<file path="src/hdl/ufc_regs.vh">
// register offsets, field positions, reset values and sizes of the
// uart fifo control block; definitions only, included by bare name
`ifndef UFC_REGS_VH
`define UFC_REGS_VH

// ----------------------------------------------------------------
// register offsets on the plain register port
// ----------------------------------------------------------------
`define UFC_OFS_DATA      4'h0
`define UFC_OFS_RX_ERR    4'h1
`define UFC_OFS_FIFO_CTRL 4'h2
`define UFC_OFS_ALT_FUNC  4'h3
`define UFC_OFS_TX_LEVEL  4'h4
`define UFC_OFS_RX_LEVEL  4'h5
`define UFC_OFS_STATUS    4'h6

// ----------------------------------------------------------------
// fifo_control fields
// ----------------------------------------------------------------
`define UFC_FC_ENABLE   0
`define UFC_FC_RX_FLUSH 1
`define UFC_FC_TX_FLUSH 2
`define UFC_FC_DMA_MODE 3
`define UFC_FC_TRIG_LO  6
`define UFC_FC_TRIG_HI  7
`define UFC_FC_RESET    8'h00
`define UFC_FC_KEEP     8'hc9

// ----------------------------------------------------------------
// alternate_function_reg fields
// ----------------------------------------------------------------
`define UFC_AF_MF_LO    1
`define UFC_AF_MF_HI    2
`define UFC_AF_MF_RX_DMA_REQUEST 2'h1
`define UFC_AF_RESET    8'h00
`define UFC_AF_KEEP     8'h06

// ----------------------------------------------------------------
// receive trigger levels and fifo sizes
// ----------------------------------------------------------------
`define UFC_TRIG_SEL0 5'h01
`define UFC_TRIG_SEL1 5'h04
`define UFC_TRIG_SEL2 5'h08
`define UFC_TRIG_SEL3 5'h0e
`define UFC_DEPTH     5'h10
`define UFC_ONE_CHAR  5'h01
`define UFC_CHAR_W    8
`define UFC_ERR_W     3
`define UFC_RX_W      11

`endif

</file>
<file path="src/hdl/ufc_fifo_mem.v">
// sixteen-entry character store with one write and one registered read port
// assumes the caller keeps its own pointers; write-through covers a same-cycle
// write to the address being read
`timescale 1ns/1ps

module ufc_fifo_mem #(
	parameter DATA_W = 8
) (
	input  wire              clk_i,
	input  wire              rst_n_i,
	input  wire              ce_i,
	input  wire              we_i,
	input  wire [3:0]        waddr_i,
	input  wire [DATA_W-1:0] wdata_i,
	input  wire [3:0]        raddr_i,
	output wire [DATA_W-1:0] rdata_o
);

	reg [DATA_W-1:0] mem_ff [0:15];
	reg [DATA_W-1:0] rdata_ff;

	// ----------------------------------------------------------------
	// storage array, no reset needed since reads are guarded by counts
	// ----------------------------------------------------------------
	always @(posedge clk_i) begin
		if (ce_i && we_i) begin
			mem_ff[waddr_i] <= wdata_i;
		end
	end

	// registered read; bypass so a fresh head is never stale
	always @(posedge clk_i) begin
		if (!rst_n_i) begin
			rdata_ff <= {DATA_W{1'b0}};
		end else if (ce_i) begin
			if (we_i && (waddr_i == raddr_i)) begin
				rdata_ff <= wdata_i;
			end else begin
				rdata_ff <= mem_ff[raddr_i];
			end
		end
	end

	assign rdata_o = rdata_ff;

endmodule // ufc_fifo_mem

</file>
<file path="src/hdl/ufc_top.v">
// fifo control of one uart channel: transmit and receive fifos, flush,
// receive trigger level and the two dma request signalling modes
// assumes a transmit shifter that pops on tx_pop_i while tx_valid_o is high,
// and a receiver that pushes characters with their error flags
//
// Strobed register access and the register addresses were decided locally.
`timescale 1ns/1ps
`include "ufc_regs.vh"

// Function
// - trigger field picks receive fill level
// - trigger codes give 1, 4, 8, 14
// - receive fifo fills on past trigger
// - control bits five, four read zero
// - bit three picks dma mode, resets 0
// - mode 0 tx request low when empty
// - mode 0 tx request high on write
// - mode 0 rx request low when data
// - mode 0 rx request high when empty
// - pin shows rx request when selected
// - mode 1 tx request high when full
// - mode 1 tx request low when space
// - mode 1 rx request low on trigger/timeout
// - mode 1 rx request high when emptied
// - bit two flushes tx fifo, self-clears
// - bit one flushes rx fifo, self-clears
// - bit zero enables fifos, resets 0
module ufc_top (
	input  wire        clk_i,
	input  wire        rst_n_i,
	input  wire        ce_i,
	input  wire [3:0]  addr_i,
	input  wire [7:0]  wdata_i,
	input  wire        wr_i,
	input  wire        rd_i,
	output wire [7:0]  rdata_o,
	output wire [7:0]  tx_data_o,
	output wire        tx_valid_o,
	input  wire        tx_pop_i,
	input  wire [7:0]  rx_data_i,
	input  wire [2:0]  rx_err_i,
	input  wire        rx_push_i,
	input  wire        rx_timeout_i,
	output wire        rx_trigger_o,
	output wire        tx_dma_request_n_o,
	output wire        multi_function_pin_o
);

	// ----------------------------------------------------------------
	// state
	// ----------------------------------------------------------------
	reg  [7:0]  fifo_control_ff;
	reg  [7:0]  alt_func_ff;
	reg  [4:0]  tx_cnt_ff;
	reg  [3:0]  tx_wr_ptr_ff;
	reg  [3:0]  tx_rd_ptr_ff;
	reg  [4:0]  rx_cnt_ff;
	reg  [3:0]  rx_wr_ptr_ff;
	reg  [3:0]  rx_rd_ptr_ff;
	reg         rx_act_ff;
	reg         rx_overrun_ff;
	reg  [7:0]  rdata_ff;
	reg         tx_valid_ff;
	reg         rx_trigger_ff;
	reg         tx_req_n_ff;
	reg         mf_pin_ff;

	reg  [7:0]  nxt_fifo_control;
	reg  [4:0]  nxt_tx_cnt;
	reg  [3:0]  nxt_tx_rd_ptr;
	reg  [4:0]  nxt_rx_cnt;
	reg  [3:0]  nxt_rx_rd_ptr;
	reg         nxt_rx_act;
	reg  [4:0]  trig_level;
	reg  [7:0]  nxt_rdata;
	reg         dec_data;
	reg         dec_err;
	reg         dec_fc;
	reg         dec_af;
	reg         dec_txl;
	reg         dec_rxl;
	reg         dec_stat;

	wire        fifo_en;
	wire        mode1;
	wire [4:0]  cap;
	wire        fc_wr;
	wire        mode_flip;
	wire        tx_flush;
	wire        rx_flush;
	wire        tx_push;
	wire        tx_pop;
	wire        rx_push;
	wire        rx_pop;
	wire        nxt_rx_trig;
	wire        nxt_tx_req_n;
	wire        nxt_rx_req_n;
	wire [10:0] rx_head;

	// ----------------------------------------------------------------
	// address decode
	// ----------------------------------------------------------------
	always @* begin
		dec_data = 1'b0;
		dec_err  = 1'b0;
		dec_fc   = 1'b0;
		dec_af   = 1'b0;
		dec_txl  = 1'b0;
		dec_rxl  = 1'b0;
		dec_stat = 1'b0;
		if (addr_i == `UFC_OFS_DATA) begin
			dec_data = 1'b1;
		end else if (addr_i == `UFC_OFS_RX_ERR) begin
			dec_err = 1'b1;
		end else if (addr_i == `UFC_OFS_FIFO_CTRL) begin
			dec_fc = 1'b1;
		end else if (addr_i == `UFC_OFS_ALT_FUNC) begin
			dec_af = 1'b1;
		end else if (addr_i == `UFC_OFS_TX_LEVEL) begin
			dec_txl = 1'b1;
		end else if (addr_i == `UFC_OFS_RX_LEVEL) begin
			dec_rxl = 1'b1;
		end else if (addr_i == `UFC_OFS_STATUS) begin
			dec_stat = 1'b1;
		end
	end

	// ----------------------------------------------------------------
	// fifo control register
	// ----------------------------------------------------------------
	assign fc_wr   = wr_i & dec_fc;
	assign fifo_en = fifo_control_ff[`UFC_FC_ENABLE];
	assign mode1   = fifo_en & fifo_control_ff[`UFC_FC_DMA_MODE];

	// without the enable bit only the enable itself is taken
	always @* begin
		nxt_fifo_control = fifo_control_ff;
		if (fc_wr) begin
			if (wdata_i[`UFC_FC_ENABLE]) begin
				nxt_fifo_control = wdata_i & `UFC_FC_KEEP;
			end else begin
				nxt_fifo_control[`UFC_FC_ENABLE] = 1'b0;
			end
		end
	end

	// flush bits act as pulses and are never stored, so they read back zero;
	// switching between fifo and single-character operation also flushes,
	// since stale pointers would otherwise cross the capacity change
	assign mode_flip = fc_wr & (wdata_i[`UFC_FC_ENABLE] != fifo_en);
	assign tx_flush  = (fc_wr & wdata_i[`UFC_FC_ENABLE] &
		wdata_i[`UFC_FC_TX_FLUSH]) | mode_flip;
	assign rx_flush  = (fc_wr & wdata_i[`UFC_FC_ENABLE] &
		wdata_i[`UFC_FC_RX_FLUSH]) | mode_flip;

	// single-character operation keeps one slot, fifo operation sixteen
	assign cap = fifo_en ? `UFC_DEPTH : `UFC_ONE_CHAR;

	// ----------------------------------------------------------------
	// receive trigger level
	// ----------------------------------------------------------------
	always @* begin
		case (fifo_control_ff[`UFC_FC_TRIG_HI:`UFC_FC_TRIG_LO])
			2'h0: trig_level = `UFC_TRIG_SEL0;
			2'h1: trig_level = `UFC_TRIG_SEL1;
			2'h2: trig_level = `UFC_TRIG_SEL2;
			default: trig_level = `UFC_TRIG_SEL3;
		endcase
	end

	// ----------------------------------------------------------------
	// transmit fifo bookkeeping
	// ----------------------------------------------------------------
	// a write when full is dropped; the holding slot is the fifo itself
	assign tx_push = wr_i & dec_data & (tx_cnt_ff < cap);
	assign tx_pop  = tx_pop_i & (tx_cnt_ff != 5'h00);

	// flush clears pointers and count only; the shifter keeps its character
	always @* begin
		nxt_tx_cnt    = tx_cnt_ff;
		nxt_tx_rd_ptr = tx_rd_ptr_ff;
		if (tx_flush) begin
			nxt_tx_cnt    = 5'h00;
			nxt_tx_rd_ptr = 4'h0;
		end else begin
			if (tx_pop) begin
				nxt_tx_rd_ptr = tx_rd_ptr_ff + 4'h1;
			end
			if (tx_push && !tx_pop) begin
				nxt_tx_cnt = tx_cnt_ff + 5'h01;
			end else if (tx_pop && !tx_push) begin
				nxt_tx_cnt = tx_cnt_ff - 5'h01;
			end
		end
	end

	// ----------------------------------------------------------------
	// receive fifo bookkeeping
	// ----------------------------------------------------------------
	// accepted until every slot is used, whatever the trigger level
	assign rx_push = rx_push_i & (rx_cnt_ff < cap);
	assign rx_pop  = rd_i & dec_data & (rx_cnt_ff != 5'h00);

	always @* begin
		nxt_rx_cnt    = rx_cnt_ff;
		nxt_rx_rd_ptr = rx_rd_ptr_ff;
		if (rx_flush) begin
			nxt_rx_cnt    = 5'h00;
			nxt_rx_rd_ptr = 4'h0;
		end else begin
			if (rx_pop) begin
				nxt_rx_rd_ptr = rx_rd_ptr_ff + 4'h1;
			end
			if (rx_push && !rx_pop) begin
				nxt_rx_cnt = rx_cnt_ff + 5'h01;
			end else if (rx_pop && !rx_push) begin
				nxt_rx_cnt = rx_cnt_ff - 5'h01;
			end
		end
	end

	// raised once the count meets the level and held while above it
	assign nxt_rx_trig = fifo_en ? (nxt_rx_cnt >= trig_level) :
		(nxt_rx_cnt != 5'h00);

	// ----------------------------------------------------------------
	// dma request signalling
	// ----------------------------------------------------------------
	// mode 0 tx: low only while nothing waits; first write lifts it
	// mode 1 tx: high only when all sixteen slots are taken
	assign nxt_tx_req_n = mode1 ? (nxt_tx_cnt == `UFC_DEPTH) :
		(nxt_tx_cnt != 5'h00);

	// mode 1 rx latch: set on trigger or time-out, held until empty
	always @* begin
		nxt_rx_act = rx_act_ff;
		if (nxt_rx_cnt == 5'h00) begin
			nxt_rx_act = 1'b0;
		end else if (nxt_rx_trig || rx_timeout_i) begin
			nxt_rx_act = 1'b1;
		end
	end

	assign nxt_rx_req_n = mode1 ? ~nxt_rx_act :
		(nxt_rx_cnt == 5'h00);

	// ----------------------------------------------------------------
	// register read data, valid only in the cycle after the strobe
	// ----------------------------------------------------------------
	always @* begin
		nxt_rdata = 8'h00;
		if (rd_i) begin
			if (dec_data) begin
				nxt_rdata = (rx_cnt_ff != 5'h00) ? rx_head[7:0] : 8'h00;
			end else if (dec_err) begin
				nxt_rdata = (rx_cnt_ff != 5'h00) ?
					{5'h00, rx_head[10:8]} : 8'h00;
			end else if (dec_fc) begin
				nxt_rdata = fifo_control_ff;
			end else if (dec_af) begin
				nxt_rdata = alt_func_ff;
			end else if (dec_txl) begin
				nxt_rdata = {3'h0, tx_cnt_ff};
			end else if (dec_rxl) begin
				nxt_rdata = {3'h0, rx_cnt_ff};
			end else if (dec_stat) begin
				nxt_rdata = {2'h0, rx_overrun_ff, rx_trigger_ff,
					(rx_cnt_ff == cap), (tx_cnt_ff == cap),
					(tx_cnt_ff == 5'h00), (rx_cnt_ff != 5'h00)};
			end
		end
	end

	// ----------------------------------------------------------------
	// clocked state
	// ----------------------------------------------------------------
	always @(posedge clk_i) begin
		if (!rst_n_i) begin
			fifo_control_ff <= `UFC_FC_RESET;
			alt_func_ff     <= `UFC_AF_RESET;
			tx_cnt_ff       <= 5'h00;
			tx_wr_ptr_ff    <= 4'h0;
			tx_rd_ptr_ff    <= 4'h0;
			rx_cnt_ff       <= 5'h00;
			rx_wr_ptr_ff    <= 4'h0;
			rx_rd_ptr_ff    <= 4'h0;
			rx_act_ff       <= 1'b0;
			rx_overrun_ff   <= 1'b0;
			rdata_ff        <= 8'h00;
			tx_valid_ff     <= 1'b0;
			rx_trigger_ff   <= 1'b0;
			tx_req_n_ff     <= 1'b0;
			mf_pin_ff       <= 1'b1;
		end else if (ce_i) begin
			fifo_control_ff <= nxt_fifo_control;
			if (wr_i && dec_af) begin
				alt_func_ff <= wdata_i & `UFC_AF_KEEP;
			end
			tx_cnt_ff    <= nxt_tx_cnt;
			tx_rd_ptr_ff <= nxt_tx_rd_ptr;
			if (tx_flush) begin
				tx_wr_ptr_ff <= 4'h0;
			end else if (tx_push) begin
				tx_wr_ptr_ff <= tx_wr_ptr_ff + 4'h1;
			end
			rx_cnt_ff    <= nxt_rx_cnt;
			rx_rd_ptr_ff <= nxt_rx_rd_ptr;
			if (rx_flush) begin
				rx_wr_ptr_ff <= 4'h0;
			end else if (rx_push) begin
				rx_wr_ptr_ff <= rx_wr_ptr_ff + 4'h1;
			end
			rx_act_ff <= nxt_rx_act;
			// a lost character in the clearing read's cycle still sets
			if (rx_push_i && !rx_push) begin
				rx_overrun_ff <= 1'b1;
			end else if (rd_i && dec_stat) begin
				rx_overrun_ff <= 1'b0;
			end
			rdata_ff      <= nxt_rdata;
			tx_valid_ff   <= (nxt_tx_cnt != 5'h00);
			rx_trigger_ff <= nxt_rx_trig;
			tx_req_n_ff   <= nxt_tx_req_n;
			// other pin functions lie outside this block; pin idles high
			if (alt_func_ff[`UFC_AF_MF_HI:`UFC_AF_MF_LO] == `UFC_AF_MF_RX_DMA_REQUEST) begin
				mf_pin_ff <= nxt_rx_req_n;
			end else begin
				mf_pin_ff <= 1'b1;
			end
		end
	end

	// ----------------------------------------------------------------
	// character stores, read port aimed at the next head
	// ----------------------------------------------------------------
	ufc_fifo_mem #(
		.DATA_W (`UFC_CHAR_W)
	) u_tx_mem (
		.clk_i   (clk_i),
		.rst_n_i (rst_n_i),
		.ce_i    (ce_i),
		.we_i    (tx_push & ~tx_flush),
		.waddr_i (tx_wr_ptr_ff),
		.wdata_i (wdata_i),
		.raddr_i (nxt_tx_rd_ptr),
		.rdata_o (tx_data_o)
	);

	ufc_fifo_mem #(
		.DATA_W (`UFC_RX_W)
	) u_rx_mem (
		.clk_i   (clk_i),
		.rst_n_i (rst_n_i),
		.ce_i    (ce_i),
		.we_i    (rx_push & ~rx_flush),
		.waddr_i (rx_wr_ptr_ff),
		.wdata_i ({rx_err_i, rx_data_i}),
		.raddr_i (nxt_rx_rd_ptr),
		.rdata_o (rx_head)
	);

	// ----------------------------------------------------------------
	// outputs
	// ----------------------------------------------------------------
	assign rdata_o              = rdata_ff;
	assign tx_valid_o           = tx_valid_ff;
	assign rx_trigger_o         = rx_trigger_ff;
	assign tx_dma_request_n_o   = tx_req_n_ff;
	assign multi_function_pin_o = mf_pin_ff;

endmodule // ufc_top

</file>
<file path="config.mk">
export PLATFORM = sky130hd
export DESIGN_NAME = ufc_top
export DESIGN_NICKNAME = d
export VERILOG_FILES = /design/src/hdl/ufc_fifo_mem.v /design/src/hdl/ufc_top.v
export VERILOG_INCLUDE_DIRS = /design/src /design/src/hdl
export SDC_FILE = /design/constraint.sdc
export NUM_CORES = 1
export LEC_CHECK = 0
export ABC_CLOCK_PERIOD_IN_PS = 4700
export BUFFER_PORTS_ARGS = -buffer_cell sky130_fd_sc_hd__clkbuf_2
export CAP_MARGIN = 10
export CORE_MARGIN = 4
export CORE_UTILIZATION = 30
export DETAILED_ROUTE_END_ITERATION = 16
export GPL_TIMING_DRIVEN = 0
export PLACE_DENSITY = 0.44
export SLEW_MARGIN = 20
export SYNTH_ARGS = -nofsm -noshare
export SYNTH_HDL_FRONTEND = slang
export SYNTH_SLANG_ARGS = --single-unit
</file>
<file path="constraint.sdc">
create_clock -name clk_i -period 4.7 [get_ports clk_i]
set_input_delay 1.41 -clock clk_i [delete_from_list [all_inputs] [get_ports clk_i]]
set_output_delay 1.41 -clock clk_i [all_outputs]
set_load 0.01 [all_outputs]
</file>
==> results_dict.tcl, run 1 <==
set metrics [dict create \
    status "completed" \
    nets 1476 \
    fin_setup_tns_ns 0 \
    synth_ff_type "edfxtp_1" \
    worstPathArrival_ns 4.88 \
    diodes 0 \
    vdd_ir_drop_max_uv 226.3 \
    cp_top_family "simple AND/OR/NAND/NOR gates" \
    r2r_cells 17 \
    netSwitchingPower_mw 2.279 \
    initial_core_util 0.3032 \
    cap_viol_max_count 0 \
    vias 11450 \
    routed_wl_um 50920 \
    numCtsBuffers 44 \
    cts_hold_buf 0 \
    crit_fanout 10 \
    worst-r2r-setup-slack_ns 0.36 \
    slew_viol_final 0 \
    grt_pass1_wl_um 76020 \
    ant_nets 0 \
    intPower_mw 6.208 \
    first_pass_iters 6 \
    skew_ns 0.03722 \
    min_period_ns 4.450 \
    drc 0 \
    p_comb_frac 0.156 \
    avgViaCountPerCell 5.191 \
    rows 86 \
    grt_max_degree 25 \
    crit_start "addr_i[1]" \
    r2r_end "multi_function_pin_o" \
    synth.distinct_cells 80 \
    drive_gt1_frac 0.1433 \
    tightest_slew_ns 1.038 \
    setup_viol 0 \
    dp_hpwl_um 34850 \
    ys_warn_count 0 \
    grt-ovfl-total 0 \
    clk_pin_slew_ns 0.06 \
    crit_slowest_cell "nor4b_1" \
    hp-class "reg -> reg" \
    final_cell_area_sq_mm 0.01953 \
    dpl-instance-area_sq_mm 0.01798 \
    nFillCells 5416 \
    boundaryPins 51 \
    whs_endpoint "u_tx_mem.rdata_o[6]" \
    ctsHtreeMaxLevel 2 \
    synthArstFlopShare 0 \
    synth_nets 1380 \
    clock_latency_ns 0.58 \
    die_h_um 244.2 \
    power.density_mw_per_mm2 434.7 \
    hold_depth 2 \
    finish.utilization 0.3537 \
    synth_edf_count 304 \
    r2r_start "fifo_control_ff[0]" \
    cp-start-kind "input port" \
    required_ns 5.13 \
    core-area_sq_mm 0.05520 \
    ys_seq_area_frac 0.6232 \
    critPathKind "in -> reg" \
    maxSlewHeadroom 0.3007 \
    portBuffers 45 \
    regArea_sq_mm 0.01043 \
    synth_seq_cells 369 \
    p_clk_frac 0.414 \
    cts_buffer_depth 3 \
    switching_share 0.2685 \
    final_common_cell "edfxtp_1" \
    die_w_um 244.2 \
    antenna_found_initial 3 \
    worstHoldStart "u_tx_mem.rdata_o[6]" \
    cts_sinks 369 \
    final_cell_mix "edfxtp_1, nand2_1, mux2i_1, clkbuf_1, dfxtp_1" \
    cpMostUsedCell "buf_2" \
    synth_top_area_frac 0.5455 \
    synth.avg_cell_area_sq_um 12.62 \
    multi_input_area_sq_mm 0.005899 \
    max_freq_mhz 224.7 \
    cts_tree "done" \
    slowest_delay_ns 0.61 \
    synth_top_cell_by_area "edfxtp_1" \
    p_seq_frac 0.430 \
    grt_setup_unrepaired "false" \
    root_buffer "clkbuf_16" \
    wire_per_inst_um 23.08 \
    power.leakage_nw 6.660 \
    areaGrowthSynthToFinish_pct 16.67 \
    syn_inst 1326 \
    mappedNetlistArea_sq_mm 0.01674 \
    grt_usage 0.1683 \
    first_global_vias 11470 \
    worstPathCellList "buf_2 -> or4b_1 -> buf_2 -> nor3_2 -> buf_2 -> a41oi_1 -> o22ai_1 -> a211o_1 -> o21ai_0 -> nor4b_1 -> o31ai_1" \
    synth.area.top_cells "edfxtp_1, dfxtp_1, mux2i_1, nand2_1, a221oi_1" \
    drt_iter0_markers 1002 \
    critical_path_buf_inv_count 3 \
    gp_congestion 0.8028 \
    hold_viol_final 0 \
    end_kind "register" \
    fin_crit_sh 0.9467 \
    die-area_sq_mm 0.05963 \
]
-- how the worst max path moves through the flow --
stage / to / slack, ns / cells after the start
6_report: u_tx_mem.rdata_o[1] / 0.25 / 11
3_5_place_dp: multi_function_pin_o / -0.74 / 16
3_3_place_gp: u_rx_mem.mem_ff[3][1] / -0.83 / 8
5_1_grt: multi_function_pin_o / 0.007 / 17
4_1_cts: multi_function_pin_o / 0.01 / 16
2_1_floorplan: multi_function_pin_o / 0.18 / 16
-- flip-flops by register name, summed over array words and instances, names as in the netlist, 5 cells and up --
name / cells
tx_cnt_ff: 5
rdata_o: 8
u_rx_mem.mem_ff: 176
u_tx_mem.mem_ff: 128
u_rx_mem.rdata_o: 11
u_tx_mem.rdata_o: 8
rx_cnt_ff: 5
-- cell type report --
type,instances,share of cell area
inverter,25,0.004806
timing repair buffer,51,0.01384
buffer,90,0.02057
tap,748,0.04793
sequential,369,0.5342
multi-input combinational,841,0.3021
clock inverter,14,0.01032
clock buffer,68,0.06626
-- layer usage --
metal,global-route usage,share of wire,wire (um)
met1,0.2349,0.46,23480
met2,0.2708,0.46,23570
met3,0.02906,0.052,2630
met4,0.04709,0.024,1241
met5,0,0,0
-- worst min-delay path: cells and delay by family, from the launching register on --
kind | cells | cell delay [ns]
flops | 1 | 0.32
simple gates | 1 | 0.05
compound gates | 1 | 0.05
-- power by group through the flow --
stage | Combinational [mW] | Clock, mW | Sequential, mW
3_5_place_dp | 1.33 | 0 | 3.72
6_report | 1.32 | 3.52 | 3.65
5_1_grt | 1.45 | 3.74 | 3.65
3_3_place_gp | 1.32 | 0 | 3.71
2_1_floorplan | 0.872 | 0 | 3.71
4_1_cts | 1.34 | 3.60 | 3.65
-- logic make-up (layout without fill, tap and decap cells) --
| logic type | after synthesis | count (layout) | synth area share |
|---|---|---|---|
| compound gates | 343 | 343 | 0.1447 |
| xor+xnor | 18 | 18 | 0.01024 |
| fa+ha+maj | 23 | 23 | 0.01720 |
| buf+inv | 116 | 248 | 0.02968 |
| flops | 369 | 369 | 0.6232 |
| mux | 109 | 109 | 0.06684 |
| simple gates | 348 | 348 | 0.1082 |
-- what timing repair did --
action,CTS,global route
setup endpoints to repair,1,3
setup buffers,0,2
resized for setup,2,7
pin swaps,0,1
-- cell usage after synthesis (22+ instances only) --
master    number
a221oi_1      34
inv_1         25
clkbuf_1      57
o21ai_0       50
nor2_1        59
mux2_2        22
a21oi_1       58
edfxtp_1     304
ha_1          23
nand3_1       35
nand2_1      103
dfxtp_1       65
mux2i_1       87
o22ai_1       36
nor2b_1       35
nor3_1        27
-- stage by stage --
step           std cells  setup WS [ns]  hold WS, ns  power, mW
2_1_floorplan       1326         0.1778       0.4358      4.580
3_3_place_gp        2119        -0.8287       0.4436      5.037
3_5_place_dp        2123        -0.7440       0.4443      5.047
4_1_cts             2205        0.01452       0.4573      8.589
5_1_grt             2206       0.006537       0.4799      8.841
6_report            2206         0.2505       0.4536      8.487
(Power assumes the default switching activity.)
==> inputs of run 2 (changes only) <==
--- a/config.mk
+++ b/config.mk
@@ -6,14 +6,15 @@
 export SDC_FILE = /design/constraint.sdc
 export NUM_CORES = 1
 export LEC_CHECK = 0
+export ABC_AREA = 0
 export ABC_CLOCK_PERIOD_IN_PS = 4700
 export BUFFER_PORTS_ARGS = -buffer_cell sky130_fd_sc_hd__clkbuf_2
 export CAP_MARGIN = 10
 export CORE_MARGIN = 4
-export CORE_UTILIZATION = 30
+export CORE_UTILIZATION = 56
 export DETAILED_ROUTE_END_ITERATION = 16
 export GPL_TIMING_DRIVEN = 0
-export PLACE_DENSITY = 0.44
+export PLACE_DENSITY = 0.74
 export SLEW_MARGIN = 20
 export SYNTH_ARGS = -nofsm -noshare
 export SYNTH_HDL_FRONTEND = slang
==> results_dict.tcl, run 2 (synthesis gave the netlist of run 1 again) <==
set metrics [dict create \
    regMostFlops "u_rx_mem.mem_ff" \
    die_w_um 180.9 \
    die_h_um 180.9 \
    slew_viol_final 0 \
    clock_latency_ns 0.53 \
    clk_pin_slew_ns 0.06 \
    cp-start-kind "input port" \
    hp-class "reg -> reg" \
    nets 1470 \
    final_common_cell "edfxtp_1" \
    final_cell_area_sq_mm 0.01874 \
    wl_met2_um 20340 \
    tightest_slew_ns 1.171 \
    initial_core_util 0.5662 \
    areaGrowthSynthToFinish_pct 11.98 \
    grt-ovfl-total 0 \
    boundaryPins 51 \
    top_layer_used "met5" \
    status "completed" \
    hold_viol_final 0 \
    fin_setup_tns_ns 0 \
    drt_iter0_markers 1257 \
    max_freq_mhz 219.6 \
    slowest_delay_ns 0.91 \
    min_period_ns 4.554 \
    cap_viol_max_count 0 \
    required_ns 5.17 \
    cpMostUsedCell "buf_2" \
    post-place-ws_ns -0.5554 \
    grt_setup_unrepaired "false" \
    first_global_vias 11480 \
    die-area_sq_mm 0.03272 \
    wl_met3_um 3963 \
    critPathKind "in -> reg" \
    final_cell_mix "edfxtp_1, nand2_1, mux2i_1, clkbuf_1, dfxtp_1" \
    routed_wl_um 43340 \
    core-area_sq_mm 0.02956 \
    cts_sinks 369 \
    rows 63 \
    worstPathCellList "buf_2 -> or4b_1 -> buf_2 -> or3_1 -> buf_2 -> o21a_1 -> a32oi_2 -> a2111oi_4 -> nor4_1 -> o211ai_1 -> nand3_1" \
    portBuffers 45 \
    antenna_found_initial 1 \
    worst_slack_ns 0.1455 \
    crit_fanout 15 \
    worst-r2r-setup-slack_ns 0.34 \
    first_pass_iters 10 \
    end_kind "register" \
    wire_per_inst_um 23.60 \
    largest_reg_flops 176 \
    dp_hpwl_um 29400 \
    ant_nets 0 \
    drt-met1-wl_um 17540 \
    maxSlewHeadroom 0.2121 \
    avgViaCountPerCell 6.401 \
    ctsHtreeMaxLevel 2 \
    diodes 0 \
    crit_slowest_cell "nor4_1" \
    finish.utilization 0.6340 \
    vdd_ir_drop_max_uv 340.3 \
    setup_viol 0 \
    power.density_mw_per_mm2 418.3 \
    vias 11750 \
    cts_tree "done" \
    worstPathArrival_ns 5.02 \
    grt_pass1_wl_um 66320 \
    final_cells 1836 \
    drive_gt1_frac 0.1314 \
    cp_top_family "simple AND/OR/NAND/NOR gates" \
    cts_hold_buf 0 \
    drc 0 \
    numCtsBuffers 38 \
    grt_max_degree 25 \
    grt_usage 0.2587 \
    root_buffer "clkbuf_16" \
    gp_congestion 0.9197 \
    cts_buffer_depth 3 \
    fin_crit_sh 0.9690 \
    holdWs_ns 0.4548 \
    dp_cells 1765 \
    critical_path_buf_inv_count 3 \
    finalPower_mw 7.839 \
    skew_ns 0.02359 \
    power.leakage_nw 6.502 \
    dpl-instance-area_sq_mm 0.01752 \
]
-- run 2: changes by cell type in the layout (fill, tap and decap cells not counted), sizes merged --
cell / before / now
clkbuf: 170 / 150
clkinv: 6 / 15
bufinv: 4 / 2
clkinvlp: 1 / 3
inv: 28 / 27
-- run 2: area by class of cell --
type / count / area, sq um
inverters: 25 / 93.84
multi-input cells: 841 / 5868
well taps: 390 / 488.0
clock buffers: 48 / 1010
repair buffers: 51 / 270.3
flip-flops and latches: 369 / 10430
fillers: 2256 / 10820
clock inverters: 22 / 181.4
plain buffers: 90 / 399.1
-- run 2: where the power goes --
part	switching (mW)	total, mW	leakage (nW)	internal (mW)
registers	0.0498	3.64	3.26	3.59
logic	0.806	1.29	2.66	0.482
clock network	1.26	2.91	0.577	1.65
-- run 2: worst min-delay path, cell delays in order (launching register included) --
cell,delay [ns]
dfxtp_1,0.31
nand2_1,0.05
o21ai_1,0.05
-- run 2: path summary, 6_finish.rpt --
kind / endpoint / cells past startpoint / startpoint
worst max-delay path: u_rx_mem.rdata_o[7] / 11 / addr_i[1]
worst min-delay path: tx_dma_request_n_o / 2 / tx_dma_request_n_o
worst max register to register: multi_function_pin_o / 17 / fifo_control_ff[0]
worst min register to register: tx_dma_request_n_o / 2 / tx_dma_request_n_o
-- run 2: repair_timing --
item                                   in CTS  in global routing
resized for setup                           1                  3
setup endpoints to repair                   1                  4
endpoints found under the hold margin       0                  0
buffers inserted                            0                  2
pin swaps                                   0                  1
-- run 2: routing by layer --
| metal | vias to the layer above | GRT usage |
|---|---|---|
| li1 | 5332 | - |
| met2 | 613 | 0.4167 |
| met4 | 2 | 0.08893 |
| met1 | 5680 | 0.3486 |
| met5 | - | 0 |
| met3 | 125 | 0.06060 |
==> inputs of run 3 (changes only) <==
--- a/config.mk
+++ b/config.mk
@@ -11,10 +11,11 @@
 export BUFFER_PORTS_ARGS = -buffer_cell sky130_fd_sc_hd__clkbuf_2
 export CAP_MARGIN = 10
 export CORE_MARGIN = 4
-export CORE_UTILIZATION = 56
+export CORE_UTILIZATION = 58
+export CTS_BUF_LIST = sky130_fd_sc_hd__clkbuf_4 sky130_fd_sc_hd__clkbuf_8
 export DETAILED_ROUTE_END_ITERATION = 16
 export GPL_TIMING_DRIVEN = 0
-export PLACE_DENSITY = 0.74
+export PLACE_DENSITY = 0.76
 export SLEW_MARGIN = 20
 export SYNTH_ARGS = -nofsm -noshare
 export SYNTH_HDL_FRONTEND = slang
==> results_dict.tcl, run 3 (synthesis gave the netlist of run 1 again) <==
set metrics [dict create \
    grt_max_degree 25 \
    maxSlewHeadroom 0.2463 \
    fin_crit_sh 0.9435 \
    clock_latency_ns 0.62 \
    power.leakage_nw 6.545 \
    die_h_um 177.9 \
    hold_viol_final 0 \
    die-area_sq_mm 0.03164 \
    min_period_ns 4.435 \
    gp_congestion 0.9397 \
    critPathKind "in -> reg" \
    fin_setup_tns_ns 0 \
    boundaryPins 51 \
    hp-class "reg -> reg" \
    rows 61 \
    portBuffers 45 \
    core-area_sq_mm 0.02809 \
    cap_viol_max_count 0 \
    netSwitchingPower_mw 2.164 \
    cp_top_family "simple AND/OR/NAND/NOR gates" \
    vias 12040 \
    met1_usage 0.3773 \
    drc 0 \
    p_clk_frac 0.358 \
    antenna_found_initial 1 \
    first_global_vias 11620 \
    grt_pass1_wl_um 66700 \
    drive_gt1_frac 0.1540 \
    required_ns 5.24 \
    end_kind "register" \
    nets 1490 \
    grt_setup_unrepaired "false" \
    ant_nets 0 \
    max_freq_mhz 225.5 \
    slowest_delay_ns 0.51 \
    areaGrowthSynthToFinish_pct 11.91 \
    regMostFlops "u_rx_mem.mem_ff" \
    nFillCells 2091 \
    finish.utilization 0.6668 \
    grt_usage 0.2754 \
    worstPathArrival_ns 4.98 \
    wire_per_inst_um 23.39 \
    initial_core_util 0.5959 \
    vdd_ir_drop_max_uv 366.2 \
    switching_share 0.2804 \
    cts_hold_buf 0 \
    largest_reg_flops 176 \
    cts_buffer_depth 3 \
    p_seq_frac 0.473 \
    first_pass_iters 6 \
    avgViaCountPerCell 6.456 \
    skew_ns 0.04957 \
    numCtsBuffers 59 \
    routed_wl_um 43630 \
    grt_busiest_layer "met2" \
    use_met2 0.4440 \
    worst_slack_ns 0.2653 \
    cts_tree "done" \
    root_buffer "clkbuf_8" \
    cp-start-kind "input port" \
    dpl-instance-area_sq_mm 0.01748 \
    worstPathCellList "clkbuf_2 -> clkbuf_1 -> nor4_4 -> nand3_1 -> xnor2_1 -> xnor2_1 -> nand2_1 -> ha_1 -> nand2b_1 -> a21o_1 -> a21oi_1 -> nor2b_1 -> a2111o_1 -> nor3_1 -> a2111oi_0 -> a22oi_1" \
    crit_fanout 10 \
    die_w_um 177.9 \
    p_comb_frac 0.169 \
    cts_sinks 369 \
    status "completed" \
    crit_slowest_cell "nor4_4" \
    post-place-ws_ns -0.5658 \
    grt-ovfl-total 0 \
    slew_viol_final 0 \
    finalPower_mw 7.717 \
    diodes 0 \
    intPower_mw 5.553 \
    dp_hpwl_um 29360 \
    critical_path_buf_inv_count 2 \
    ctsHtreeMaxLevel 2 \
    clk_pin_slew_ns 0.06 \
    setup_viol 0 \
    final_cell_area_sq_mm 0.01873 \
    final_common_cell "edfxtp_1" \
    tightest_slew_ns 1.120 \
    power.density_mw_per_mm2 412.0 \
    final_cell_mix "edfxtp_1, nand2_1, mux2i_1, dfxtp_1, clkbuf_8" \
    grt_util_met3 0.04900 \
    drt_iter0_markers 1547 \
    cpMostUsedCell "xnor2_1" \
]
-- run 3: changes by cell type in the layout (fill, tap and decap cells not counted), sizes merged --
| cell | change |
|---|---|
| buf | -2 |
| clkinv | +14 |
| clkinvlp | -1 |
| clkbuf | +30 |
-- run 3: area by class of cell --
type                            instances  area (sq um)  area share
Inverter                               25         93.84    0.005010
Buffer                                 91         402.9     0.02151
Clock inverter                         35         229.0     0.01223
Multi-Input combinational cell        841          5873      0.3136
Clock buffer                           77         972.2     0.05191
Tap cell                              378         473.0     0.02525
Timing Repair Buffer                   49         255.2     0.01363
Sequential cell                       369         10430      0.5569
-- run 3: worst paths after layout --
kind | start | to | slack (ns) | cells past startpoint
setup / recovery | addr_i[3] | multi_function_pin_o | 0.27 | 16
hold / removal | u_tx_mem.rdata_o[5] | u_tx_mem.rdata_o[5] | 0.46 | 2
setup reg to reg | rx_cnt_ff[0] | multi_function_pin_o | 0.32 | 17
hold reg to reg | u_tx_mem.rdata_o[5] | u_tx_mem.rdata_o[5] | 0.46 | 2
-- run 3: layer usage --
metal  wire length, um  vias to the layer above  share of wire
li1                  -                     5387              -
met1             17670                     5835           0.40
met2             20410                      680           0.47
met3              3947                      136          0.090
met4              1583                        2          0.036
met5                13                        -        0.00030
-- run 3: worst min-delay path, delay by kind of cell, from the launching register on --
| kind | cells | cell delay, ns |
|---|---|---|
| flip-flops | 1 | 0.32 |
| AND/OR/NAND/NOR | 1 | 0.05 |
| AO/OA/AOI/OAI | 1 | 0.05 |
-- run 3: repair_timing --
action	CTS	global route
endpoints found under the hold margin	0	0
setup endpoints to repair	0	2
resized for setup	0	4
setup buffers	0	0
-- run 3: power by group through the flow --
stage / logic, mW / clock network (mW) / registers [mW]
floorplan: 0.872 / 0 / 3.71
global placement: 1.24 / 0 / 3.72
detailed placement: 1.27 / 0 / 3.72
CTS: 1.28 / 2.78 / 3.65
global route: 1.40 / 2.92 / 3.65
finish: 1.31 / 2.76 / 3.65
-- run 3: through the flow --
stage / std cells / hold WS, ns
3_3_place_gp: 1749 / 0.4407
2_1_floorplan: 1326 / 0.4358
5_1_grt: 1865 / 0.4828
6_report: 1865 / 0.4574
3_5_place_dp: 1753 / 0.4452
4_1_cts: 1865 / 0.4589
